[src/hdl/timer16_compare_defines.vh]
`ifndef TIMER16_COMPARE_DEFINES_VH
`define TIMER16_COMPARE_DEFINES_VH
// byte-wide register indices; bus byte address is four times the index
`define CMP_A_LO_IDX      8'h98
`define CMP_A_HI_IDX      8'h99
`define CMP_B_LO_IDX      8'h9a
`define CMP_B_HI_IDX      8'h9b
`define CTRL_A_IDX        8'ha0
`define CTRL_B_IDX        8'ha1
`define IRQ_STATUS_IDX    8'ha8
`define IRQ_MASK_IDX      8'ha9
`define PIN_CTRL_IDX      8'haa
`define TIMER_STATUS_IDX  8'hab
`define CMP_RESET         16'h0000
`define CTRL_RESET        8'h00
// timer_control_a fields
`define ACT_A_HI          7
`define ACT_A_LO          6
`define ACT_B_HI          5
`define ACT_B_LO          4
`define MODE_LO_HI        1
`define MODE_LO_LO        0
// control register b holds the upper mode bits at 4:3
`define MODE_UP_HI        4
`define MODE_UP_LO        3
// waveform modes
`define MODE_PC8          4'h1
`define MODE_PC9          4'h2
`define MODE_PC10         4'h3
`define MODE_FP8          4'h5
`define MODE_FP9          4'h6
`define MODE_FP10         4'h7
`define MODE_PFC_ICR      4'h8
`define MODE_PFC_CMPA     4'h9
`define MODE_PC_ICR       4'ha
`define MODE_PC_CMPA      4'hb
`define MODE_RESERVED     4'hd
`define MODE_FP_ICR       4'he
`define MODE_FP_CMPA      4'hf
`define TOP_8BIT          16'h00ff
`define TOP_9BIT          16'h01ff
`define TOP_10BIT         16'h03ff
`define TOP_MAX           16'hffff
`endif

[src/hdl/timer16_compare_output_unit.v]
`timescale 1ns/100ps
`include "timer16_compare_defines.vh"

module timer16_compare_output_unit (
  input  wire        clock,
  input  wire        sys_rst,
  input  wire        psel,
  input  wire        penable,
  input  wire        pwrite,
  input  wire [11:0] paddr,
  input  wire [31:0] pwdata,
  output reg  [31:0] prdata,
  output wire        pready,
  output wire        pslverr,
  input  wire        timer_tick,
  input  wire [15:0] counter_value,
  input  wire        count_down,
  input  wire [15:0] capture_top,
  input  wire        counter_written,
  input  wire        port_d_bit2,
  input  wire        port_out_a,
  input  wire        port_out_b,
  output wire        pin_a_out,
  output wire        pin_a_oe,
  output wire        pin_b_out,
  output wire        pin_b_oe,
  output wire        match_a,
  output wire        match_b,
  output wire [3:0]  waveform_mode,
  output wire        irq
);

  reg  [15:0] cmp_a_q;
  reg  [15:0] cmp_b_q;
  reg  [7:0]  hi_latch_q;
  reg  [7:0]  ctrl_a_q;
  reg  [7:0]  ctrl_b_q;
  reg  [1:0]  irq_stat_q;
  reg  [1:0]  irq_mask_q;
  reg  [1:0]  pin_dir_q;
  reg         modulator_q;
  reg         wave_a_q;
  reg         wave_b_q;
  reg         wave_a_d;
  reg         wave_b_d;

  wire        wr_en;
  wire        rd_en;
  wire [9:0]  idx;
  wire        mapped;
  wire [1:0]  act_a;
  wire [1:0]  act_b;
  reg  [15:0] top_val;
  reg         is_fast;
  reg         is_phase;

  // zero-wait slave: every access completes in its first access cycle
  assign pready  = 1'b1;
  assign wr_en   = psel & penable & pwrite;
  assign rd_en   = psel & penable & ~pwrite;
  assign idx     = paddr[11:2];
  // one select per byte register; the bus byte address is four times the index
  wire        sel_cmp_a_lo;
  wire        sel_cmp_a_hi;
  wire        sel_cmp_b_lo;
  wire        sel_cmp_b_hi;
  wire        sel_ctrl_a;
  wire        sel_ctrl_b;
  wire        sel_irq_stat;
  wire        sel_irq_mask;
  wire        sel_pin_ctrl;
  wire        sel_tstat;
  assign sel_cmp_a_lo = (idx == {2'b00, `CMP_A_LO_IDX});
  assign sel_cmp_a_hi = (idx == {2'b00, `CMP_A_HI_IDX});
  assign sel_cmp_b_lo = (idx == {2'b00, `CMP_B_LO_IDX});
  assign sel_cmp_b_hi = (idx == {2'b00, `CMP_B_HI_IDX});
  assign sel_ctrl_a   = (idx == {2'b00, `CTRL_A_IDX});
  assign sel_ctrl_b   = (idx == {2'b00, `CTRL_B_IDX});
  assign sel_irq_stat = (idx == {2'b00, `IRQ_STATUS_IDX});
  assign sel_irq_mask = (idx == {2'b00, `IRQ_MASK_IDX});
  assign sel_pin_ctrl = (idx == {2'b00, `PIN_CTRL_IDX});
  assign sel_tstat    = (idx == {2'b00, `TIMER_STATUS_IDX});
  assign mapped  = sel_cmp_a_lo | sel_cmp_a_hi | sel_cmp_b_lo | sel_cmp_b_hi | sel_ctrl_a | sel_ctrl_b |
                   sel_irq_stat | sel_irq_mask | sel_pin_ctrl | sel_tstat;

  // write strobes; both high-byte indices feed the one shared latch
  wire        we_hi_latch;
  wire        we_cmp_a;
  wire        we_cmp_b;
  wire        we_ctrl_a;
  wire        we_ctrl_b;
  wire        we_irq_clr;
  wire        we_irq_mask;
  wire        we_pin_ctrl;
  assign we_hi_latch = wr_en & (sel_cmp_a_hi | sel_cmp_b_hi);
  assign we_cmp_a    = wr_en & sel_cmp_a_lo;
  assign we_cmp_b    = wr_en & sel_cmp_b_lo;
  assign we_ctrl_a   = wr_en & sel_ctrl_a;
  assign we_ctrl_b   = wr_en & sel_ctrl_b;
  assign we_irq_clr  = wr_en & sel_irq_stat;
  assign we_irq_mask = wr_en & sel_irq_mask;
  assign we_pin_ctrl = wr_en & sel_pin_ctrl;
  assign pslverr = psel & penable & ~mapped;

  assign act_a         = ctrl_a_q[`ACT_A_HI:`ACT_A_LO];
  assign act_b         = ctrl_a_q[`ACT_B_HI:`ACT_B_LO];
  assign waveform_mode = {ctrl_b_q[`MODE_UP_HI:`MODE_UP_LO], ctrl_a_q[`MODE_LO_HI:`MODE_LO_LO]};

  // a counter write blocks the compare on that tick
  assign match_a = timer_tick & ~counter_written & (counter_value == cmp_a_q);
  assign match_b = timer_tick & ~counter_written & (counter_value == cmp_b_q);

  // mode decode: group and top source
  always @* begin
    is_fast  = 1'b0;
    is_phase = 1'b0;
    top_val  = `TOP_MAX;
    case (waveform_mode)
      `MODE_PC8: begin
        is_phase = 1'b1;
        top_val  = `TOP_8BIT;
      end
      `MODE_PC9: begin
        is_phase = 1'b1;
        top_val  = `TOP_9BIT;
      end
      `MODE_PC10: begin
        is_phase = 1'b1;
        top_val  = `TOP_10BIT;
      end
      `MODE_FP8: begin
        is_fast = 1'b1;
        top_val = `TOP_8BIT;
      end
      `MODE_FP9: begin
        is_fast = 1'b1;
        top_val = `TOP_9BIT;
      end
      `MODE_FP10: begin
        is_fast = 1'b1;
        top_val = `TOP_10BIT;
      end
      `MODE_PFC_ICR, `MODE_PC_ICR: begin
        is_phase = 1'b1;
        top_val  = capture_top;
      end
      `MODE_PFC_CMPA, `MODE_PC_CMPA: begin
        is_phase = 1'b1;
        top_val  = cmp_a_q;
      end
      `MODE_FP_ICR: begin
        is_fast = 1'b1;
        top_val = capture_top;
      end
      `MODE_FP_CMPA: begin
        is_fast = 1'b1;
        top_val = cmp_a_q;
      end
      // reserved mode 13 behaves as non-pwm, keeping outputs predictable
      default: begin
        is_fast  = 1'b0;
        is_phase = 1'b0;
      end
    endcase
  end

  // bottom is seen on a tick only; a counter write masks it like a match
  wire        pwm_grp;
  wire        bottom_ev;
  wire        toggle_ok;
  wire        top_hit_a;
  wire        top_hit_b;
  assign pwm_grp   = is_fast | is_phase;
  assign bottom_ev = timer_tick & ~counter_written & (counter_value == 16'h0000);
  // channel a may toggle in a pwm group only in four modes
  assign toggle_ok = (is_fast & ((waveform_mode == `MODE_FP_ICR) | (waveform_mode == `MODE_FP_CMPA))) |
                     (is_phase & ((waveform_mode == `MODE_PFC_CMPA) |
                                  (waveform_mode == `MODE_PC_CMPA)));
  // in fast pwm a compare value sitting on top still fires its match but never sets or clears its level
  assign top_hit_a = is_fast & (cmp_a_q == top_val);
  assign top_hit_b = is_fast & (cmp_b_q == top_val);

  // channel a next level; the flop holds unless a match or bottom acts on it
  always @* begin
    wave_a_d = wave_a_q;
    if (!pwm_grp) begin
      if (match_a) begin
        case (act_a)
          2'h1:    wave_a_d = ~wave_a_q;
          2'h2:    wave_a_d = 1'b0;
          2'h3:    wave_a_d = 1'b1;
          default: wave_a_d = wave_a_q;
        endcase
      end
    end else if (is_fast) begin
      if (act_a == 2'h1 && toggle_ok && match_a)
        wave_a_d = ~wave_a_q;
      // bottom wins over a match on the same tick
      if (act_a[1]) begin
        if (bottom_ev)
          wave_a_d = ~act_a[0];
        else if (match_a && !top_hit_a)
          wave_a_d = act_a[0];
      end
    end else begin
      if (act_a == 2'h1 && toggle_ok && match_a)
        wave_a_d = ~wave_a_q;
      if (act_a[1] && match_a)
        wave_a_d = act_a[0] ^ count_down;
    end
  end

  // channel b never toggles in a pwm group
  always @* begin
    wave_b_d = wave_b_q;
    if (!pwm_grp) begin
      if (match_b) begin
        case (act_b)
          2'h1:    wave_b_d = ~wave_b_q;
          2'h2:    wave_b_d = 1'b0;
          2'h3:    wave_b_d = 1'b1;
          default: wave_b_d = wave_b_q;
        endcase
      end
    end else if (is_fast) begin
      if (act_b[1]) begin
        if (bottom_ev)
          wave_b_d = ~act_b[0];
        else if (match_b && !top_hit_b)
          wave_b_d = act_b[0];
      end
    end else begin
      if (act_b[1] && match_b)
        wave_b_d = act_b[0] ^ count_down;
    end
  end

  // each waveform level is its own flop; a pin follows one cycle after its event
  always @(posedge clock or posedge sys_rst) begin
    if (sys_rst) begin
      wave_a_q <= 1'b0;
    end else begin
      wave_a_q <= wave_a_d;
    end
  end

  always @(posedge clock or posedge sys_rst) begin
    if (sys_rst) begin
      wave_b_q <= 1'b0;
    end else begin
      wave_b_q <= wave_b_d;
    end
  end

  // a toggle setting in a pwm group leaves the pin to the port, except channel a in its modes
  wire        tog_off_a;
  wire        tog_off_b;
  wire        conn_a;
  wire        conn_b;
  wire        b_gate;
  assign tog_off_a = pwm_grp & (act_a == 2'h1) & ~toggle_ok;
  assign tog_off_b = pwm_grp & (act_b == 2'h1);
  assign conn_a    = (|act_a) & ~tog_off_a;
  assign conn_b    = (|act_b) & ~tog_off_b;
  // without the modulator the b pin also needs the port bit
  assign b_gate    = modulator_q | port_d_bit2;

  assign pin_a_out = conn_a ? wave_a_q : port_out_a;
  assign pin_b_out = (conn_b & b_gate) ? wave_b_q : port_out_b;
  assign pin_a_oe  = pin_dir_q[0];
  assign pin_b_oe  = pin_dir_q[1];
  // interrupt is a level: high while any unmasked flag stands
  wire [1:0]  irq_pend;
  assign irq_pend  = irq_stat_q & irq_mask_q;
  assign irq       = |irq_pend;

  // compare values and the shared latch; the high byte only reaches the latch
  always @(posedge clock or posedge sys_rst) begin
    if (sys_rst) begin
      cmp_a_q    <= `CMP_RESET;
      cmp_b_q    <= `CMP_RESET;
      hi_latch_q <= 8'h00;
    end else begin
      if (we_hi_latch)
        hi_latch_q <= pwdata[7:0];
      // a low-byte write alone commits whatever the latch last held
      if (we_cmp_a)
        cmp_a_q <= {hi_latch_q, pwdata[7:0]};
      if (we_cmp_b)
        cmp_b_q <= {hi_latch_q, pwdata[7:0]};
    end
  end

  // control registers; unused bits 3:2 of control a stay zero
  always @(posedge clock or posedge sys_rst) begin
    if (sys_rst) begin
      ctrl_a_q <= `CTRL_RESET;
      ctrl_b_q <= `CTRL_RESET;
    end else begin
      if (we_ctrl_a)
        ctrl_a_q <= pwdata[7:0] & 8'hf3;
      if (we_ctrl_b)
        ctrl_b_q <= pwdata[7:0];
    end
  end

  // interrupt flags: set wins over a simultaneous write-one clear
  always @(posedge clock or posedge sys_rst) begin
    if (sys_rst) begin
      irq_stat_q <= 2'h0;
      irq_mask_q <= 2'h0;
    end else begin
      irq_stat_q <= (irq_stat_q & ~(we_irq_clr ? pwdata[1:0] : 2'h0)) | {match_b, match_a};
      if (we_irq_mask)
        irq_mask_q <= pwdata[1:0];
    end
  end

  // pin control: direction bits and modulator-in-use flag
  always @(posedge clock or posedge sys_rst) begin
    if (sys_rst) begin
      pin_dir_q   <= 2'h0;
      modulator_q <= 1'b0;
    end else if (we_pin_ctrl) begin
      pin_dir_q   <= pwdata[1:0];
      modulator_q <= pwdata[2];
    end
  end

  // status byte: live wave levels, fast group and count direction
  wire [7:0]  tstat_byte;
  assign tstat_byte = {4'h0, count_down, is_fast, wave_b_q, wave_a_q};

  // read data; high byte reads the live register half
  always @* begin
    prdata = 32'h00000000;
    if (rd_en) begin
      case (idx)
        {2'b00, `CMP_A_LO_IDX}:     prdata = {24'h000000, cmp_a_q[7:0]};
        {2'b00, `CMP_A_HI_IDX}:     prdata = {24'h000000, cmp_a_q[15:8]};
        {2'b00, `CMP_B_LO_IDX}:     prdata = {24'h000000, cmp_b_q[7:0]};
        {2'b00, `CMP_B_HI_IDX}:     prdata = {24'h000000, cmp_b_q[15:8]};
        {2'b00, `CTRL_A_IDX}:       prdata = {24'h000000, ctrl_a_q};
        {2'b00, `CTRL_B_IDX}:       prdata = {24'h000000, ctrl_b_q};
        {2'b00, `IRQ_STATUS_IDX}:   prdata = {30'h00000000, irq_stat_q};
        {2'b00, `IRQ_MASK_IDX}:     prdata = {30'h00000000, irq_mask_q};
        {2'b00, `PIN_CTRL_IDX}:     prdata = {29'h00000000, modulator_q, pin_dir_q};
        {2'b00, `TIMER_STATUS_IDX}: prdata = {24'h000000, tstat_byte};
        default:                    prdata = 32'h00000000;
      endcase
    end
  end

endmodule

[config.mk]
export PLATFORM = sky130hd
export DESIGN_NAME = timer16_compare_output_unit
export DESIGN_NICKNAME = d
export VERILOG_FILES = /design/src/hdl/timer16_compare_output_unit.v
export VERILOG_INCLUDE_DIRS = /design/src /design/src/hdl
export SDC_FILE = /design/constraint.sdc
export NUM_CORES = 1
export LEC_CHECK = 0
export ABC_CLOCK_PERIOD_IN_PS = 4800
export BUFFER_PORTS_ARGS = -buffer_cell sky130_fd_sc_hd__clkbuf_2
export CORE_ASPECT_RATIO = 1.25
export CORE_MARGIN = 5
export CORE_UTILIZATION = 25
export DETAILED_ROUTE_END_ITERATION = 10
export HOLD_SLACK_MARGIN = 0.05
export SYNTH_ARGS = -nofsm -noshare
export SYNTH_HDL_FRONTEND = slang
export SYNTH_SLANG_ARGS = --single-unit
[constraint.sdc]
create_clock -name clock -period 4.8 [get_ports clock]
set_clock_uncertainty 0.2 [all_clocks]
set_input_delay 0.96 -clock clock [delete_from_list [all_inputs] [get_ports clock]]
set_output_delay 0.96 -clock clock [all_outputs]
set_load 0.05 [all_outputs]
==> impl_metrics.json <==
{
  "outcome": "completed",
  "ir_drop_v": 0.000156,
  "finish.utilization": 0.295,
  "cts.sinks": 63,
  "power.density_nw_per_um2": 237,
  "clockBufferDepth": 2,
  "path_class": "in2out",
  "setup_viol": 0,
  "worstSkewPairLatency_ns": 0.33,
  "synth.distinct_cells": 64,
  "io_pins": 132,
  "drtIter0Drc": 413,
  "p_total_mw": 1.36,
  "portBuffers": 80,
  "cp_max_fo": 8,
  "insertedDiodeCount": 0,
  "cts_inserted_buffers": 9,
  "dp_hpwl_microns": 12800,
  "cts_root_buf": "clkbuf_16",
  "path_clk_slew_ns": 0.05,
  "hold_viol": 0,
  "fmax_mhz": 233,
  "r2r-end": "wave_a_q",
  "wl_per_cell_microns": 19.0,
  "nets": 691,
  "min_path_cells": 1,
  "cts_max_level": 3,
  "async_reset_ff_frac": 1.00,
  "leakagePower_nw": 2.59,
  "cp-start-kind": "input pin",
  "worstPathRequired_ns": 3.64,
  "ys_ff_latch": 63,
  "num_vias": 4482,
  "grt_pass1_wl_microns": 25000,
  "area_delta_synth_final_pct": 17.4,
  "die_h_microns": 166,
  "drive_gt1_frac": 0.265,
  "drcViolationCount": 0,
  "cts_setup_buffers": 0,
  "hold_path_end": "ctrl_b_q[5]",
  "dieArea_sq_um": 22400,
  "ys_seq_area_frac": 0.324,
  "end_kind": "output port",
  "grt_max_degree": 49,
  "gr-total-overflow": 0,
  "fin_crit_ns": 4.29,
  "ff2ff_path_depth": 8,
  "maxCapViolCount": 0,
  "syn_avg_cell_area_sq_um": 9.07,
  "synth_edf_count": 0,
  "rsz0062_at_grt": "false",
  "ctsHoldBuffers": 0,
  "r2r_slack_ns": 1.70,
  "core_area_sq_um": 19300,
  "synthFlopType": "dfrtp_1",
  "gr-usage-all-layers": 0.145,
  "antenna_found_initial": 0,
  "viasPerCell": 5.13,
  "rows": 57,
  "maxSlewViolCount": 0,
  "critPathArrivalTime_ns": 3.13,
  "syn-cell-area_sq_um": 4860,
  "fin_tns_setup_ns": 0,
  "gp_congestion": 0.899,
  "drt_pass1_iterations": 5,
  "cts_tree": "built",
  "r2r_start": "ctrl_b_q[4]",
  "die_w_microns": 135,
  "postRouteAntennaNets": 0,
  "ctsResizeCount": 0,
  "start_util": 0.252,
  "hp-class": "reg2reg",
  "synthCells": 536,
  "min_period_over_period": 0.893,
  "worstMarginPinSlew_ns": 1.02,
  "wl_microns": 16600,
  "first_global_vias": 4193,
  "relSlewSlack": 0.320,
  "yosysWarnings": 0,
  "min-delay-start": "ctrl_b_q[5]"
}
metrics by stage:
stage               setup slack [ns]  std cells  instance area [sq um]  hold WS, ns
finish                         0.515        873                   5710        0.309
global route                   0.286        873                   5710        0.317
CTS                            0.533        873                   5710        0.308
detailed placement             0.536        858                   5410        0.297
global placement               0.537        858                   5410        0.290
floorplan                      0.423        559                   4950        0.259
power by group:
part	total, mW	switching (mW)	internal [mW]
combinational	0.166	0.120	0.0462
sequential	0.537	0.00304	0.534
clock	0.653	0.227	0.426
total	1.36	0.350	1.01
cells in the final DEF (no fill, tap or decap), types with 6 or more instances in the layout:
| cell | count |
|---|---|
| a21oi_1 | 26 |
| a221oi_1 | 6 |
| a22o_1 | 8 |
| a22oi_1 | 19 |
| a31oi_1 | 6 |
| buf_4 | 8 |
| clkbuf_16 | 9 |
| clkbuf_2 | 80 |
| conb_1 | 25 |
| dfrtp_1 | 63 |
| inv_1 | 19 |
| mux2_1 | 10 |
| mux2_2 | 52 |
| mux2i_1 | 7 |
| nand2_1 | 42 |
| nand2b_1 | 6 |
| nand3_1 | 12 |
| nand4_1 | 7 |
| nor2_1 | 20 |
| nor2b_1 | 6 |
| nor3_1 | 11 |
| nor4_1 | 11 |
| o211ai_1 | 6 |
| o21ai_0 | 19 |
| o31ai_1 | 7 |
| xnor2_1 | 16 |
| xor2_1 | 27 |
Yosys cell counts, types with 10 or more instances:
cell type / count / area [sq um]
dfrtp_1: 63 / 1580
nor4_1: 11 / 68.8
a22oi_1: 19 / 143
a21oi_1: 26 / 130
xnor2_1: 16 / 140
nand2_1: 42 / 158
nor2_1: 20 / 75.1
mux2_1: 10 / 113
clkbuf_1: 20 / 75.1
buf_4: 29 / 218
nand3_1: 12 / 60.1
nor3_1: 11 / 55.1
o21ai_0: 19 / 95.1
mux2_2: 52 / 586
inv_1: 20 / 75.1
xor2_1: 27 / 236
state kept, by name, summed over array words and instances (netlist names):
signal and cells:
pin_dir_q 2, irq_stat_q 2, hi_latch_q 8, cmp_a_q 16, modulator_q 1, irq_mask_q 2
ctrl_b_q 8, cmp_b_q 16, wave_b_q 1, wave_a_q 1, ctrl_a_q 6
critical path: stages:
cell,delay (ns)
clkbuf_2,0.08
nor4b_2,0.39
nand3_1,0.24
nor3_1,0.22
a31oi_1,0.07
or3_1,0.50
a31oi_1,0.31
clkbuf_2,0.34
how the worst max path moves through the flow:
stage,end,depth (start not counted),startpoint
after detailed placement,prdata[3],8,paddr[8]
after global routing,prdata[3],8,paddr[8]
after global placement,prdata[3],8,paddr[8]
after floorplan,prdata[2],5,paddr[8]
final,prdata[3],8,paddr[8]
after CTS,prdata[3],8,paddr[8]
kinds of logic (layout without fill, tap and decap cells):
logic type | count (synthesis) | in the layout | synth area share
compound gates | 129 | 129 | 0.181
xor+xnor | 43 | 43 | 0.0775
buf+inv | 74 | 123 | 0.0831
flops | 63 | 63 | 0.324
mux | 69 | 69 | 0.158
other cells | 2 | 25 | 0.00154
simple gates | 156 | 156 | 0.175
layout make-up:
| class | instances | area, sq um |
|---|---|---|
| clock buffer | 12 | 256 |
| clock inverter | 3 | 42.5 |
| fill | 2083 | 13600 |
| inverter | 20 | 75.1 |
| multi-input combinational | 422 | 2970 |
| sequential | 63 | 1580 |
| tap | 265 | 332 |
| timing repair buffer | 88 | 460 |
layer usage:
layer  global-route usage  up-vias  wire length [microns]
li1                     -     2069                      -
met1                0.205     2143                   7400
met2                0.220      236                   7450
met3               0.0230       34                   1300
met4               0.0571        0                    478
met5                    0        -                      0
Power figures use the tool's default switching activity.
